===== src/inc/dps_pkg.sv =====
/*
  Package for the default sequencer program store: entry layout, the
  fixed default entries, register map of the local port and wait times.
  Assumes a 125 MHz system clock and a sequencer engine that fetches by index.
*/
// How it works
// RULE1 - entry 28 sets all headphone bits 5Ah
// RULE2 - entry 29 sets line outputs, ends start-up
// RULE3 - shut-down starts at 32, line 77h
// RULE4 - 33 headphone 77h, then 34/35 zero
// RULE5 - entries 37..43 clear pump through bias
// RULE6 - entry 44 sets reference soft ramp 2
// RULE7 - entry 45 clears buffer, waits 256ms
// RULE8 - entry 46 clears buffer, waits 32ms
// RULE9 - entry 47 zeroes whole reference register
// RULE10 - entry 48 clears biases, ends shut-down
// RULE11 - entry 23 enables four servos, 256ms
// RULE12 - engine writes field, delays, stops at end
package dps_pkg;

  typedef struct packed {
    logic [7:0] reg_addr;
    logic [3:0] width;
    logic [2:0] start;
    logic end_of_sequence_flag;
    logic [3:0] delay;
    logic [7:0] data;
  } dps_entry_t;

  typedef struct packed {
    logic known;
    dps_entry_t entry;
  } dps_lookup_t;

  typedef enum logic [1:0] {
    DPS_DLY_IDLE = 2'b01,
    DPS_DLY_COUNT = 2'b10
  } dps_dly_state_t;

  // default entries: reg, width, start, end flag, delay code, data
  localparam dps_entry_t DPS_E23 = '{8'h43, 4'h4, 3'h0, 1'b0, 4'hC, 8'h0F};
  localparam dps_entry_t DPS_E28 = '{8'h5A, 4'h8, 3'h0, 1'b0, 4'h0, 8'hFF};
  localparam dps_entry_t DPS_E29 = '{8'h5E, 4'h8, 3'h0, 1'b1, 4'h0, 8'hFF};
  localparam dps_entry_t DPS_ESPARE = '{8'hFF, 4'h1, 3'h0, 1'b0, 4'h0, 8'h00};
  localparam dps_entry_t DPS_E32 = '{8'h5E, 4'h8, 3'h0, 1'b0, 4'h0, 8'h77};
  localparam dps_entry_t DPS_E33 = '{8'h5A, 4'h8, 3'h0, 1'b0, 4'h0, 8'h77};
  localparam dps_entry_t DPS_E34 = '{8'h5A, 4'h8, 3'h0, 1'b0, 4'h0, 8'h00};
  localparam dps_entry_t DPS_E35 = '{8'h5E, 4'h8, 3'h0, 1'b0, 4'h0, 8'h00};
  localparam dps_entry_t DPS_E36 = '{8'h43, 4'h4, 3'h0, 1'b0, 4'h0, 8'h00};
  localparam dps_entry_t DPS_E37 = '{8'h62, 4'h1, 3'h0, 1'b0, 4'h0, 8'h00};
  localparam dps_entry_t DPS_E38 = '{8'h12, 4'h2, 3'h2, 1'b0, 4'h0, 8'h00};
  localparam dps_entry_t DPS_E39 = '{8'h16, 4'h1, 3'h1, 1'b0, 4'h0, 8'h00};
  localparam dps_entry_t DPS_E40 = '{8'h0E, 4'h2, 3'h0, 1'b0, 4'h0, 8'h00};
  localparam dps_entry_t DPS_E41 = '{8'h0F, 4'h2, 3'h0, 1'b0, 4'h0, 8'h00};
  localparam dps_entry_t DPS_E42 = '{8'h0D, 4'h2, 3'h0, 1'b0, 4'h0, 8'h00};
  localparam dps_entry_t DPS_E43 = '{8'h04, 4'h1, 3'h0, 1'b0, 4'h0, 8'h00};
  localparam dps_entry_t DPS_E44 = '{8'h05, 4'h2, 3'h3, 1'b0, 4'h0, 8'h02};
  localparam dps_entry_t DPS_E45 = '{8'h05, 4'h1, 3'h0, 1'b0, 4'hC, 8'h00};
  localparam dps_entry_t DPS_E46 = '{8'h05, 4'h1, 3'h0, 1'b0, 4'h9, 8'h00};
  localparam dps_entry_t DPS_E47 = '{8'h05, 4'h8, 3'h0, 1'b0, 4'h0, 8'h00};
  localparam dps_entry_t DPS_E48 = '{8'h04, 4'h2, 3'h0, 1'b1, 4'h0, 8'h00};
  localparam dps_entry_t DPS_ENULL = '0;

  // delay codes with a known wait
  localparam logic [3:0] DPS_DLY_NONE = 4'h0;
  localparam logic [3:0] DPS_DLY_LONG = 4'hC;
  localparam logic [3:0] DPS_DLY_SHORT = 4'h9;

  // wait times in ms and their cycle counts at the system clock
  localparam int unsigned DPS_CLK_KHZ = 125000;
  localparam int unsigned DPS_WAIT_LONG_MS = 256;
  localparam int unsigned DPS_WAIT_SHORT_MS = 32;
  localparam int unsigned DPS_WAIT_LONG_CYC = DPS_WAIT_LONG_MS * DPS_CLK_KHZ;
  localparam int unsigned DPS_WAIT_SHORT_CYC = DPS_WAIT_SHORT_MS * DPS_CLK_KHZ;
  localparam int DPS_CNT_W = 25;

  // local register map, byte addresses
  localparam logic [7:0] DPS_REG_CTRL = 8'h00;
  localparam logic [7:0] DPS_REG_STATUS = 8'h04;
  localparam logic [7:0] DPS_REG_FETCH_COUNT = 8'h08;
  localparam logic [7:0] DPS_REG_TABLE_INDEX = 8'h0C;
  localparam logic [7:0] DPS_REG_TABLE_ENTRY = 8'h10;
  localparam logic [7:0] DPS_REG_DELAY_LEFT = 8'h14;

  // field positions
  localparam int DPS_CTRL_STORE_EN = 0;
  localparam int DPS_CTRL_CLR_COUNT = 1;
  localparam int DPS_CTRL_CLR_UNKNOWN = 2;
  localparam int DPS_ST_BUSY = 0;
  localparam int DPS_ST_KNOWN = 1;
  localparam int DPS_ST_EOS = 2;
  localparam int DPS_ST_UNKNOWN_DLY = 3;
  localparam int DPS_ST_INDEX = 8;

  localparam logic DPS_STORE_EN_RST = 1'b1;

endpackage


===== src/hw/dps_store.sv =====
/*
  Default program store for the control write sequencer, entries 23 and
  28 to 48, with field mask/value shaping and the wait timer for the
  entry just applied, plus a small register port for control and status.
  Assumes the engine drives fetch and delay strobes synchronous to mclk_i.
*/
`timescale 1ns/1ps

module dps_store
  import dps_pkg::*;
#(
  parameter int unsigned WAIT_LONG_CYC = DPS_WAIT_LONG_CYC,
  parameter int unsigned WAIT_SHORT_CYC = DPS_WAIT_SHORT_CYC
) (
  // clock and reset
  input wire logic mclk_i,
  input wire logic arst_n_i,
  // register port
  input wire logic [7:0] reg_addr_i,
  input wire logic [31:0] reg_wdata_i,
  input wire logic reg_wr_i,
  input wire logic reg_rd_i,
  output logic [31:0] reg_rdata_o,
  // engine fetch
  input wire logic fetch_req_i,
  input wire logic [5:0] sequencer_entry_index_i,
  output dps_entry_t entry_o,
  output logic entry_valid_o,
  output logic entry_known_o,
  output logic [15:0] field_mask_o,
  output logic [15:0] field_value_o,
  // engine wait
  input wire logic delay_start_i,
  output logic delay_busy_o
);

  typedef struct packed {
    dps_dly_state_t dly_state;
    logic [DPS_CNT_W-1:0] dly_count;
    logic delay_busy;
    logic store_en;
    logic [5:0] tbl_index;
    logic [5:0] last_index;
    logic last_known;
    logic eos_seen;
    logic unknown_dly;
    logic [31:0] fetch_count;
    logic [31:0] rdata;
    dps_entry_t entry;
    logic entry_valid;
    logic entry_known;
    logic [15:0] field_mask;
    logic [15:0] field_value;
  } dps_state_t;

  localparam dps_state_t STATE_RST = '{
    dly_state: DPS_DLY_IDLE,
    dly_count: '0,
    delay_busy: 1'b0,
    store_en: DPS_STORE_EN_RST,
    tbl_index: '0,
    last_index: '0,
    last_known: 1'b0,
    eos_seen: 1'b0,
    unknown_dly: 1'b0,
    fetch_count: '0,
    rdata: '0,
    entry: DPS_ENULL,
    entry_valid: 1'b0,
    entry_known: 1'b0,
    field_mask: '0,
    field_value: '0
  };

  localparam logic [DPS_CNT_W-1:0] LONG_LOAD = DPS_CNT_W'(WAIT_LONG_CYC - 1);
  localparam logic [DPS_CNT_W-1:0] SHORT_LOAD = DPS_CNT_W'(WAIT_SHORT_CYC - 1);

  dps_state_t s;
  dps_state_t next_s;

  // indexes outside the held range report unknown with a null entry
  function automatic dps_lookup_t lookup(input logic [5:0] idx);
    dps_lookup_t r;
    r.known = 1'b1;
    case (idx)
      6'd23: r.entry = DPS_E23; // [RULE11]
      6'd28: r.entry = DPS_E28; // [RULE1]
      6'd29: r.entry = DPS_E29; // [RULE2]
      6'd30: r.entry = DPS_ESPARE;
      6'd31: r.entry = DPS_ESPARE;
      6'd32: r.entry = DPS_E32; // [RULE3]
      6'd33: r.entry = DPS_E33; // [RULE4]
      6'd34: r.entry = DPS_E34; // [RULE4]
      6'd35: r.entry = DPS_E35; // [RULE4]
      6'd36: r.entry = DPS_E36;
      6'd37: r.entry = DPS_E37; // [RULE5]
      6'd38: r.entry = DPS_E38; // [RULE5]
      6'd39: r.entry = DPS_E39; // [RULE5]
      6'd40: r.entry = DPS_E40; // [RULE5]
      6'd41: r.entry = DPS_E41; // [RULE5]
      6'd42: r.entry = DPS_E42; // [RULE5]
      6'd43: r.entry = DPS_E43; // [RULE5]
      6'd44: r.entry = DPS_E44; // [RULE6]
      6'd45: r.entry = DPS_E45; // [RULE7]
      6'd46: r.entry = DPS_E46; // [RULE8]
      6'd47: r.entry = DPS_E47; // [RULE9]
      6'd48: r.entry = DPS_E48; // [RULE10]
      default: begin
        r.known = 1'b0;
        r.entry = DPS_ENULL;
      end
    endcase
    return r;
  endfunction

  // field of the given width placed at the start bit of a 16-bit register
  function automatic logic [15:0] field_mask(input dps_entry_t e);
    logic [15:0] low;
    low = 16'(({1'b0, 16'hFFFF} << e.width) ^ {1'b0, 16'hFFFF}) & 16'hFFFF;
    return 16'(low << e.start);
  endfunction

  function automatic logic [15:0] field_value(input dps_entry_t e);
    logic [15:0] low;
    low = 16'(({1'b0, 16'hFFFF} << e.width) ^ {1'b0, 16'hFFFF}) & 16'hFFFF;
    return 16'(({8'h00, e.data} & low) << e.start);
  endfunction

  function automatic logic [31:0] pack_entry(input dps_entry_t e);
    return {4'h0, e};
  endfunction

  dps_lookup_t fetch_look;
  dps_lookup_t tbl_look;
  logic unk_set;

  always_comb begin
    unk_set = 1'b0;
    fetch_look = lookup(sequencer_entry_index_i);
    tbl_look = lookup(s.tbl_index);
    next_s = s;
    next_s.entry_valid = 1'b0;
    next_s.rdata = '0;

    // engine fetch; a disabled store answers with an unknown null entry
    if (fetch_req_i) begin
      next_s.entry_valid = 1'b1;
      next_s.last_index = sequencer_entry_index_i;
      next_s.fetch_count = s.fetch_count + 32'h0000_0001;
      if (s.store_en && fetch_look.known) begin
        next_s.entry = fetch_look.entry;
        next_s.entry_known = 1'b1;
        next_s.field_mask = field_mask(fetch_look.entry); // [RULE12]
        next_s.field_value = field_value(fetch_look.entry); // [RULE12]
        next_s.eos_seen = fetch_look.entry.end_of_sequence_flag; // [RULE12]
      end else begin
        next_s.entry = DPS_ENULL;
        next_s.entry_known = 1'b0;
        next_s.field_mask = '0;
        next_s.field_value = '0;
        next_s.eos_seen = 1'b0;
      end
      next_s.last_known = next_s.entry_known;
    end

    // wait timer for the entry held on entry_o
    case (s.dly_state)
      DPS_DLY_IDLE: begin
        if (delay_start_i && s.entry_known) begin
          if (s.entry.delay == DPS_DLY_LONG) begin
            next_s.dly_count = LONG_LOAD; // [RULE7] [RULE11]
            next_s.dly_state = DPS_DLY_COUNT;
            next_s.delay_busy = 1'b1;
          end else if (s.entry.delay == DPS_DLY_SHORT) begin
            next_s.dly_count = SHORT_LOAD; // [RULE8]
            next_s.dly_state = DPS_DLY_COUNT;
            next_s.delay_busy = 1'b1;
          end else if (s.entry.delay != DPS_DLY_NONE) begin
            // codes with no known wait are flagged, not guessed
            next_s.unknown_dly = 1'b1;
            unk_set = 1'b1;
          end
        end
      end
      DPS_DLY_COUNT: begin
        if (s.dly_count == '0) begin
          next_s.dly_state = DPS_DLY_IDLE;
          next_s.delay_busy = 1'b0;
        end else begin
          next_s.dly_count = s.dly_count - DPS_CNT_W'(1);
        end
      end
      default: begin
        next_s.dly_state = DPS_DLY_IDLE;
        next_s.delay_busy = 1'b0;
        next_s.dly_count = '0;
      end
    endcase

    // register writes; a flag set in the same cycle beats the clear
    if (reg_wr_i) begin
      case (reg_addr_i)
        DPS_REG_CTRL: begin
          next_s.store_en = reg_wdata_i[DPS_CTRL_STORE_EN];
          if (reg_wdata_i[DPS_CTRL_CLR_COUNT]) begin
            next_s.fetch_count = fetch_req_i ? 32'h0000_0001 : 32'h0000_0000;
          end
          if (reg_wdata_i[DPS_CTRL_CLR_UNKNOWN] && !unk_set) begin
            next_s.unknown_dly = 1'b0;
          end
        end
        DPS_REG_TABLE_INDEX: begin
          next_s.tbl_index = reg_wdata_i[5:0];
        end
        default: begin
        end
      endcase
    end

    // register reads, data stand only in the next cycle
    if (reg_rd_i) begin
      case (reg_addr_i)
        DPS_REG_CTRL: next_s.rdata = {31'h0000_0000, s.store_en};
        DPS_REG_STATUS: begin
          next_s.rdata[DPS_ST_BUSY] = s.delay_busy;
          next_s.rdata[DPS_ST_KNOWN] = s.last_known;
          next_s.rdata[DPS_ST_EOS] = s.eos_seen;
          next_s.rdata[DPS_ST_UNKNOWN_DLY] = s.unknown_dly;
          next_s.rdata[DPS_ST_INDEX +: 6] = s.last_index;
        end
        DPS_REG_FETCH_COUNT: next_s.rdata = s.fetch_count;
        DPS_REG_TABLE_INDEX: next_s.rdata = {26'h000_0000, s.tbl_index};
        DPS_REG_TABLE_ENTRY: next_s.rdata = tbl_look.known ? pack_entry(tbl_look.entry) : 32'h0000_0000;
        DPS_REG_DELAY_LEFT: next_s.rdata = {7'h00, s.dly_count};
        default: next_s.rdata = '0;
      endcase
    end
  end

  always_ff @(posedge mclk_i or negedge arst_n_i) begin
    if (!arst_n_i) begin
      s <= STATE_RST;
    end else begin
      s <= next_s;
    end
  end

  assign reg_rdata_o = s.rdata;
  assign entry_o = s.entry;
  assign entry_valid_o = s.entry_valid;
  assign entry_known_o = s.entry_known;
  assign field_mask_o = s.field_mask;
  assign field_value_o = s.field_value;
  assign delay_busy_o = s.delay_busy;

endmodule


===== config.mk =====
export PLATFORM = sky130hd
export DESIGN_NAME = dps_store
export DESIGN_NICKNAME = d
export VERILOG_FILES = /design/src/inc/dps_pkg.sv /design/src/hw/dps_store.sv
export SDC_FILE = /design/constraint.sdc
export NUM_CORES = 1
export LEC_CHECK = 0
export ABC_AREA = 1
export BUFFER_PORTS_ARGS = -buffer_cell sky130_fd_sc_hd__buf_2
export CORE_ASPECT_RATIO = 1.2
export CORE_MARGIN = 2
export CORE_UTILIZATION = 58
export DETAILED_ROUTE_END_ITERATION = 8
export PLACE_DENSITY = 0.88
export SYNTH_ARGS = -nofsm -noshare
export SYNTH_HDL_FRONTEND = slang
export SYNTH_SLANG_ARGS = --single-unit
export TNS_END_PERCENT = 20

===== constraint.sdc =====
create_clock -name mclk_i -period 2.1 [get_ports mclk_i]
set_input_delay 0.315 -clock mclk_i [delete_from_list [all_inputs] [get_ports mclk_i]]
set_output_delay 0.315 -clock mclk_i [all_outputs]
set_load 0.01 [all_outputs]

==> results of run 1 <==
cell families after synthesis:
logic type	Yosys count	synth area share
other	1	0.000391
adders and majority gates	5	0.00653
xor gates and xnor gates	25	0.0229
AOI/OAI and AO/OA	133	0.0781
and+or+nand+nor	754	0.333
DFF	157	0.410
buffers and inverters	277	0.148
final cells by class:
| cell class | count | area [sq um] |
|---|---|---|
| Fill cell | 1429 | 5640 |
| Multi-Input combinational cell | 924 | 4260 |
| Sequential cell | 157 | 3930 |
| Timing Repair Buffer | 152 | 905 |
| Inverter | 156 | 588 |
| Clock buffer | 17 | 425 |
| Tap cell | 212 | 265 |
| Clock inverter | 15 | 198 |
placed cells by master, fill, tap and decap left out, types with 4 or more instances in the layout:
cell type and n:
ha_1 4, nor2_1 172, nand3_2 7, buf_4 35, nor2_2 10, xor2_1 22, o21ai_1 8, inv_6 6
inv_1 147, nand2_1 422, clkbuf_16 17, inv_2 7, o21ai_0 55, conb_1 7, nand3b_1 5, nor3_1 20
nor2_4 10, o211ai_1 5, o22ai_1 12, buf_2 112, nand4_1 24, a21oi_1 38, nand3_1 74, dfrtp_1 155
nand2_2 6
timing repair:
item,in CTS,in global routing
endpoints found under the setup margin,0,15
hold endpoints to repair,36,0
resized for setup,0,2
hold buffers,1,0
worst register-to-register path, delay by kind of cell, from the launching register on:
family,cells,cell delay (ns)
flops,1,0.47
simple gates,7,0.83
compound gates,1,0.25
buf+inv,2,0.31
state kept, by name, indices dropped and copies added (netlist names):
signal	flops
entry_valid_o	1
reg_rdata_o	32
entry_known_o	1
field_value_o	11
entry_o	22
s	74
field_mask_o	16
worst max path at each step:
stage                                   to  slack [ns]  cells after the start
after floorplan                     s[164]        0.35                     12
after global placement    field_value_o[1]        0.16                     12
after detailed placement            s[166]        0.11                     11
after CTS                           s[166]        0.11                     11
after global routing                s[166]       0.005                     11
final                       reg_rdata_o[3]        0.12                     10
where the power goes:
group	switching (mW)	internal, mW
registers	0.179	3.15
logic	0.506	0.247
clock network	1.41	1.92
through the flow:
step / hold slack (ns) / cell area, sq um / setup WS, ns / utilization / std cells
after floorplan: 0.0194 / 9600 / 0.350 / - / 1358
after global placement: 0.254 / 9930 / 0.165 / 0.613 / 1600
after detailed placement: 0.253 / 9930 / 0.108 / 0.613 / 1600
after CTS: 0.142 / 10600 / 0.109 / 0.652 / 1633
after global routing: 0.148 / 10600 / 0.00493 / 0.652 / 1633
final: 0.146 / 10600 / 0.122 / 0.652 / 1633
per-layer routing:
metal	track usage	share of wire	wire, um	up-vias
li1	-	-	-	4272
met1	0.382	0.39	10500	4195
met2	0.549	0.49	13200	463
met3	0.0541	0.074	2000	83
met4	0.169	0.046	1240	0
met5	0	0	0	-
==> metrics.txt, run 1 <==
Max clock buf depth=2; Crit path largest cell delay=0.47 ns; # IOs=~150; Die Area=roughly 18,000 sq um; R2R depth=10; Final Net Count=1,465; critical path's slowest cell=dfrtp_1; hold_sp=reg_wdata_i[5]; CP Max Fanout=10; die height=~140 um; Hold Path Stages=3; clk slew on worst S/H paths=about 0.070 ns; final wirelength=27,000 um; remaining global-route overflow=0; Slew Viols, Final=0; share of cells above drive strength 1=0.163; Yosys Warn Count=0; Yosys top cell by area=dfrtp_1; Reg2Reg Setup Slack=about 0.12 ns; Final Cycle Share=0.942; Most common cell on crit path=nand2_1; synth top area cells=dfrtp_1, nand2_1, buf_4; most frequent cell after synthesis=nand2_1; vias in the first global route=8,603; number of synthesized flops with an enable pin=0; post-synth top area share=0.405; Pleak=6.08 nW; DR vias/cell=5.52; number of synthesized register bits=around 160; Syn Std Cell Area=between 9000 and 10,000 sq um; Crit. Startpoint=s[137]; Final ANT Viol Nets=0; most frequent cells after synthesis=nand2_1, nor2_1, dfrtp_1; CTS tree=yes; final hold vios=0; core area=about 16,000 sq um; routed len/inst=~17 um; WP data arrival=between 2 and 2.5 ns; Synth async-reset ratio=1.00; FF-to-FF Start=s[137]; CTS root buf=clkbuf_16; first-pass GRT wire length=roughly 43,000 um; CTS Sinks=157; GRT Resource Usage Total=0.319; minimum clock period=slightly below 2 ns; DRC violations left=0; Worst-Margin Slew=around 0.52 ns; status=completed; critical path class=reg -> reg; GP Congestion=between 1 and 1.5; PD cells=700 nW/um^2; unrepaired setup endpoints after global routing=no; total setup buffers inserted after CTS=0; Via Count=9,013; FMAX=505 MHz; hold endpoint=s[140]; r2r endpoint=reg_rdata_o[3]; Setup violations, final=0; setup_tns=0 ns; post-synthesis sequential area ratio=0.410; htree depth=4; DRT iter0 DRCs=between 800 and 900; row count=between 50 and 60; largest net degree at the start of global routing=56; Critical Path RT=2.42 ns; Crit. End Element=flop; syn avg cell area=7.09 sq um; hold crit path type=in -> reg; Clock Latency Late Sink=roughly 0.44 ns; crit path launch type=flop; starting density of the core=0.591; Worst Path Buf+Inv=2; total CTS buffers=17; Die W=about 120 um; initial antenna violation count=0; worst rel slew slack=0.656; Max VDD drop=about 0.62 mV; HPWL after DPL=slightly above 20,000 um; Max-cap violations=0; Post-synth top flop=dfrtp_1; Initial DRT Pass Iterations=6; Antenna diodes=0; CP delay by family, top=simple AND/OR/NAND/NOR gates; cell count after synthesis=around 1,400; Unique masters post-synth=42; Overall Power=approximately 7.4 mW; Clock Skews=0.00974 ns; number of port buffers=between 100 and 150; crit-path cells=inv_1 > nor2_1 > nand3_2 > nand2_1 > nor2_1 > nand3_2 > nand2_1 > inv_2 > nand2_1 > a21oi_1; Area growth syn-to-layout=10.3%
Note: power is estimated with default switching activity, not from simulation.
==> inputs of run 2 (changes only) <==
Settings changed: CELL_PAD_IN_SITES_DETAIL_PLACEMENT set to 1, CELL_PAD_IN_SITES_GLOBAL_PLACEMENT set to 2, CORE_UTILIZATION 58 to 32, PLACE_DENSITY 0.88 to 0.87.
==> run 2 against run 1 <==
  * Hold slack got worse by 0.013 ns
  * Clock skew grew 0.0043 ns
  * Clock-buffer cell count rose by 2
  * Register-to-register slack improved by 0.04 ns
  * Global-route usage is 11 points lower
  * Die area is 78% higher
==> metrics.txt, run 2 (same netlist as run 1, synthesis figures left out) <==
status=completed (unchanged); Initial DRT Pass Iterations=5 (was 6); largest net degree at the start of global routing=49 (was 56); Crit. End Element=flop (unchanged); total CTS buffers=17 (unchanged); Post-Place Worst Slack=0.0878 ns (was 0.108 ns); FMAX=516 MHz (was 505 MHz); Max-cap violations=0 (unchanged); crit-path cells=ha_1 > nand3_1 > nor2_2 > nand3_2 > nor2_2 > nand2_1 > nor2_4 > nand2_1 > o21bai_1 > nor2_1 (was inv_1 > nor2_1 > nand3_2 > nand2_1 > nor2_1 > nand3_2 > nand2_1 > inv_2 > nand2_1 > a21oi_1); Crit path largest cell delay=0.41 ns (was 0.47 ns); Worst-Margin Slew=0.557 ns (was 0.517 ns); placed insts=1,785 (was 1,600); routed len/inst=17.3 um (was 16.5 um); Final WS setup=0.163 ns (was 0.122 ns); Clock Latency Late Sink=0.45 ns (was 0.44 ns); worst rel slew slack=0.629 (was 0.656); design area=10,800 sq um (was 10,600 sq um); Die Area=31,300 sq um (was 17,600 sq um); setup_tns=0 ns (unchanged); # IOs=147 (unchanged); Die W=162 um (was 121 um); Clock Skews=0.0141 ns (was 0.00974 ns); Max clock buf depth=2 (unchanged); CP Max Fanout=5 (was 10); hold_ws=0.132 ns (was 0.146 ns); core area=29,500 sq um (was 16,200 sq um); post-route insts no fill=1,818 (was 1,633); Net Sw Frac=0.288 (was 0.283); crit path launch type=flop (unchanged); Final ANT Viol Nets=0 (unchanged); Slew Viols, Final=0 (unchanged); critical path class=reg -> reg (unchanged); DR vias/cell=4.81 (was 5.52); Antenna diodes=0 (unchanged); fillers=3,779 (was 1,429); HPWL after DPL=24,900 um (was 20,600 um); WP data arrival=2.28 ns (was 2.29 ns); clock share of power=0.440 (was 0.449); initial antenna violation count=2 (was 0); starting density of the core=0.324 (was 0.591); Area growth syn-to-layout=13.0% (was 10.3%); Setup violations, final=0 (unchanged); CTS tree=yes (unchanged); unrepaired setup endpoints after global routing=yes (was no); commonest non-fill, non-tap cells in the layout=nand2_1, nor2_1, dfrtp_1 (unchanged); commonest non-fill, non-tap cell in the layout=nand2_1 (unchanged); Final Cycle Share=0.923 (was 0.942); Post-Route Utilization=0.366 (was 0.652); first-pass GRT wire length=50,700 um (was 43,100 um); share of cells above drive strength 1=0.169 (was 0.163); DRC violations left=0 (unchanged); max FFs per register=74 (unchanged); GP Congestion=0.938 (was 1.00); Comb pwr share=0.108 (was 0.102); Critical Path RT=2.44 ns (was 2.42 ns); number of port buffers=113 (unchanged); CTS root buf=clkbuf_16 (unchanged); Seq pwr share=0.453 (was 0.449); Max VDD drop=0.403 mV (was 0.622 mV); GRT Resource Usage Total=0.208 (was 0.319); final wirelength=31,500 um (was 27,000 um); minimum clock period=1.94 ns (was 1.98 ns); CTS Sinks=157 (unchanged); row count=69 (was 51); multi-input gate area in the final layout=4260 sq um (unchanged); htree depth=4 (unchanged); clk slew on worst S/H paths=0.07 ns (about the same); largest reg by FF count=s (unchanged); vias in the first global route=9,107 (was 8,603); final hold vios=0 (unchanged); PD cells=677 nW/um^2 (was 700 nW/um^2); Via Count=8,745 (was 9,013); Pleak=6.08 nW (about the same); critical path's slowest cell=dfrtp_1 (unchanged); hold crit path type=in -> reg (unchanged); register area=3930 sq um (about the same); remaining global-route overflow=0 (unchanged); DP Area=10,200 sq um (was 9930 sq um); switching power=2.11 mW (was 2.09 mW); Final Net Count=1,472 (was 1,465); die height=194 um (was 145 um); Pint=5.21 mW (was 5.31 mW); DRT iter0 DRCs=428 (was 857); Overall Power=7.33 mW (was 7.40 mW)
## run 2: repair_timing
action | CTS | global route
buffers inserted | 0 | 0
endpoints found under the setup margin | 0 | 10
hold buffers | 1 | 0
endpoints found under the hold margin | 33 | 0
resized for setup | 0 | 5
## run 2: final timing paths
path,end,start,cells after the start,slack [ns]
worst max-delay path,s[120],s[94],10,0.16
min in group asynchronous,field_value_o[9],arst_n_i,2,0.35
worst min-delay path,s[140],reg_wdata_i[5],3,0.13
worst max register to register,s[120],s[94],10,0.16
max in group asynchronous,s[162],arst_n_i,3,1.13
worst min register to register,field_mask_o[7],field_mask_o[7],2,0.48
## run 2: worst max-delay path, delay by kind of cell (launching register included)
family | cells | cell delay [ns]
AND/OR/NAND/NOR | 8 | 1.07
AO/OA/AOI/OAI | 1 | 0.13
adder cells (fa/ha/maj) | 1 | 0.23
flip-flops | 1 | 0.41
## run 2: metal layers
metal	vias up	global-route usage	routed length, um
li1	4268	-	-
met1	4256	0.262	13800
met2	185	0.359	15600
met3	34	0.0405	1420
met4	2	0.0659	721
met5	-	0	16
## run 2: cell type report
| cell class | instances | area share |
|---|---|---|
| multi-input combinational | 924 | 0.394 |
| clock buffer | 19 | 0.0409 |
| timing repair buffer | 159 | 0.0885 |
| sequential | 157 | 0.363 |
| clock inverter | 13 | 0.0142 |
| tap | 390 | 0.0451 |
| inverter | 156 | 0.0543 |
## run 2: power by group through the flow
stage | Sequential [mW] | Combinational, mW | Clock (mW)
after floorplan | 3.31 | 0.483 | 0
after global placement | 3.37 | 0.770 | 0
after detailed placement | 3.37 | 0.791 | 0
after CTS | 3.31 | 0.802 | 3.30
after global routing | 3.33 | 0.901 | 3.44
final | 3.32 | 0.789 | 3.22
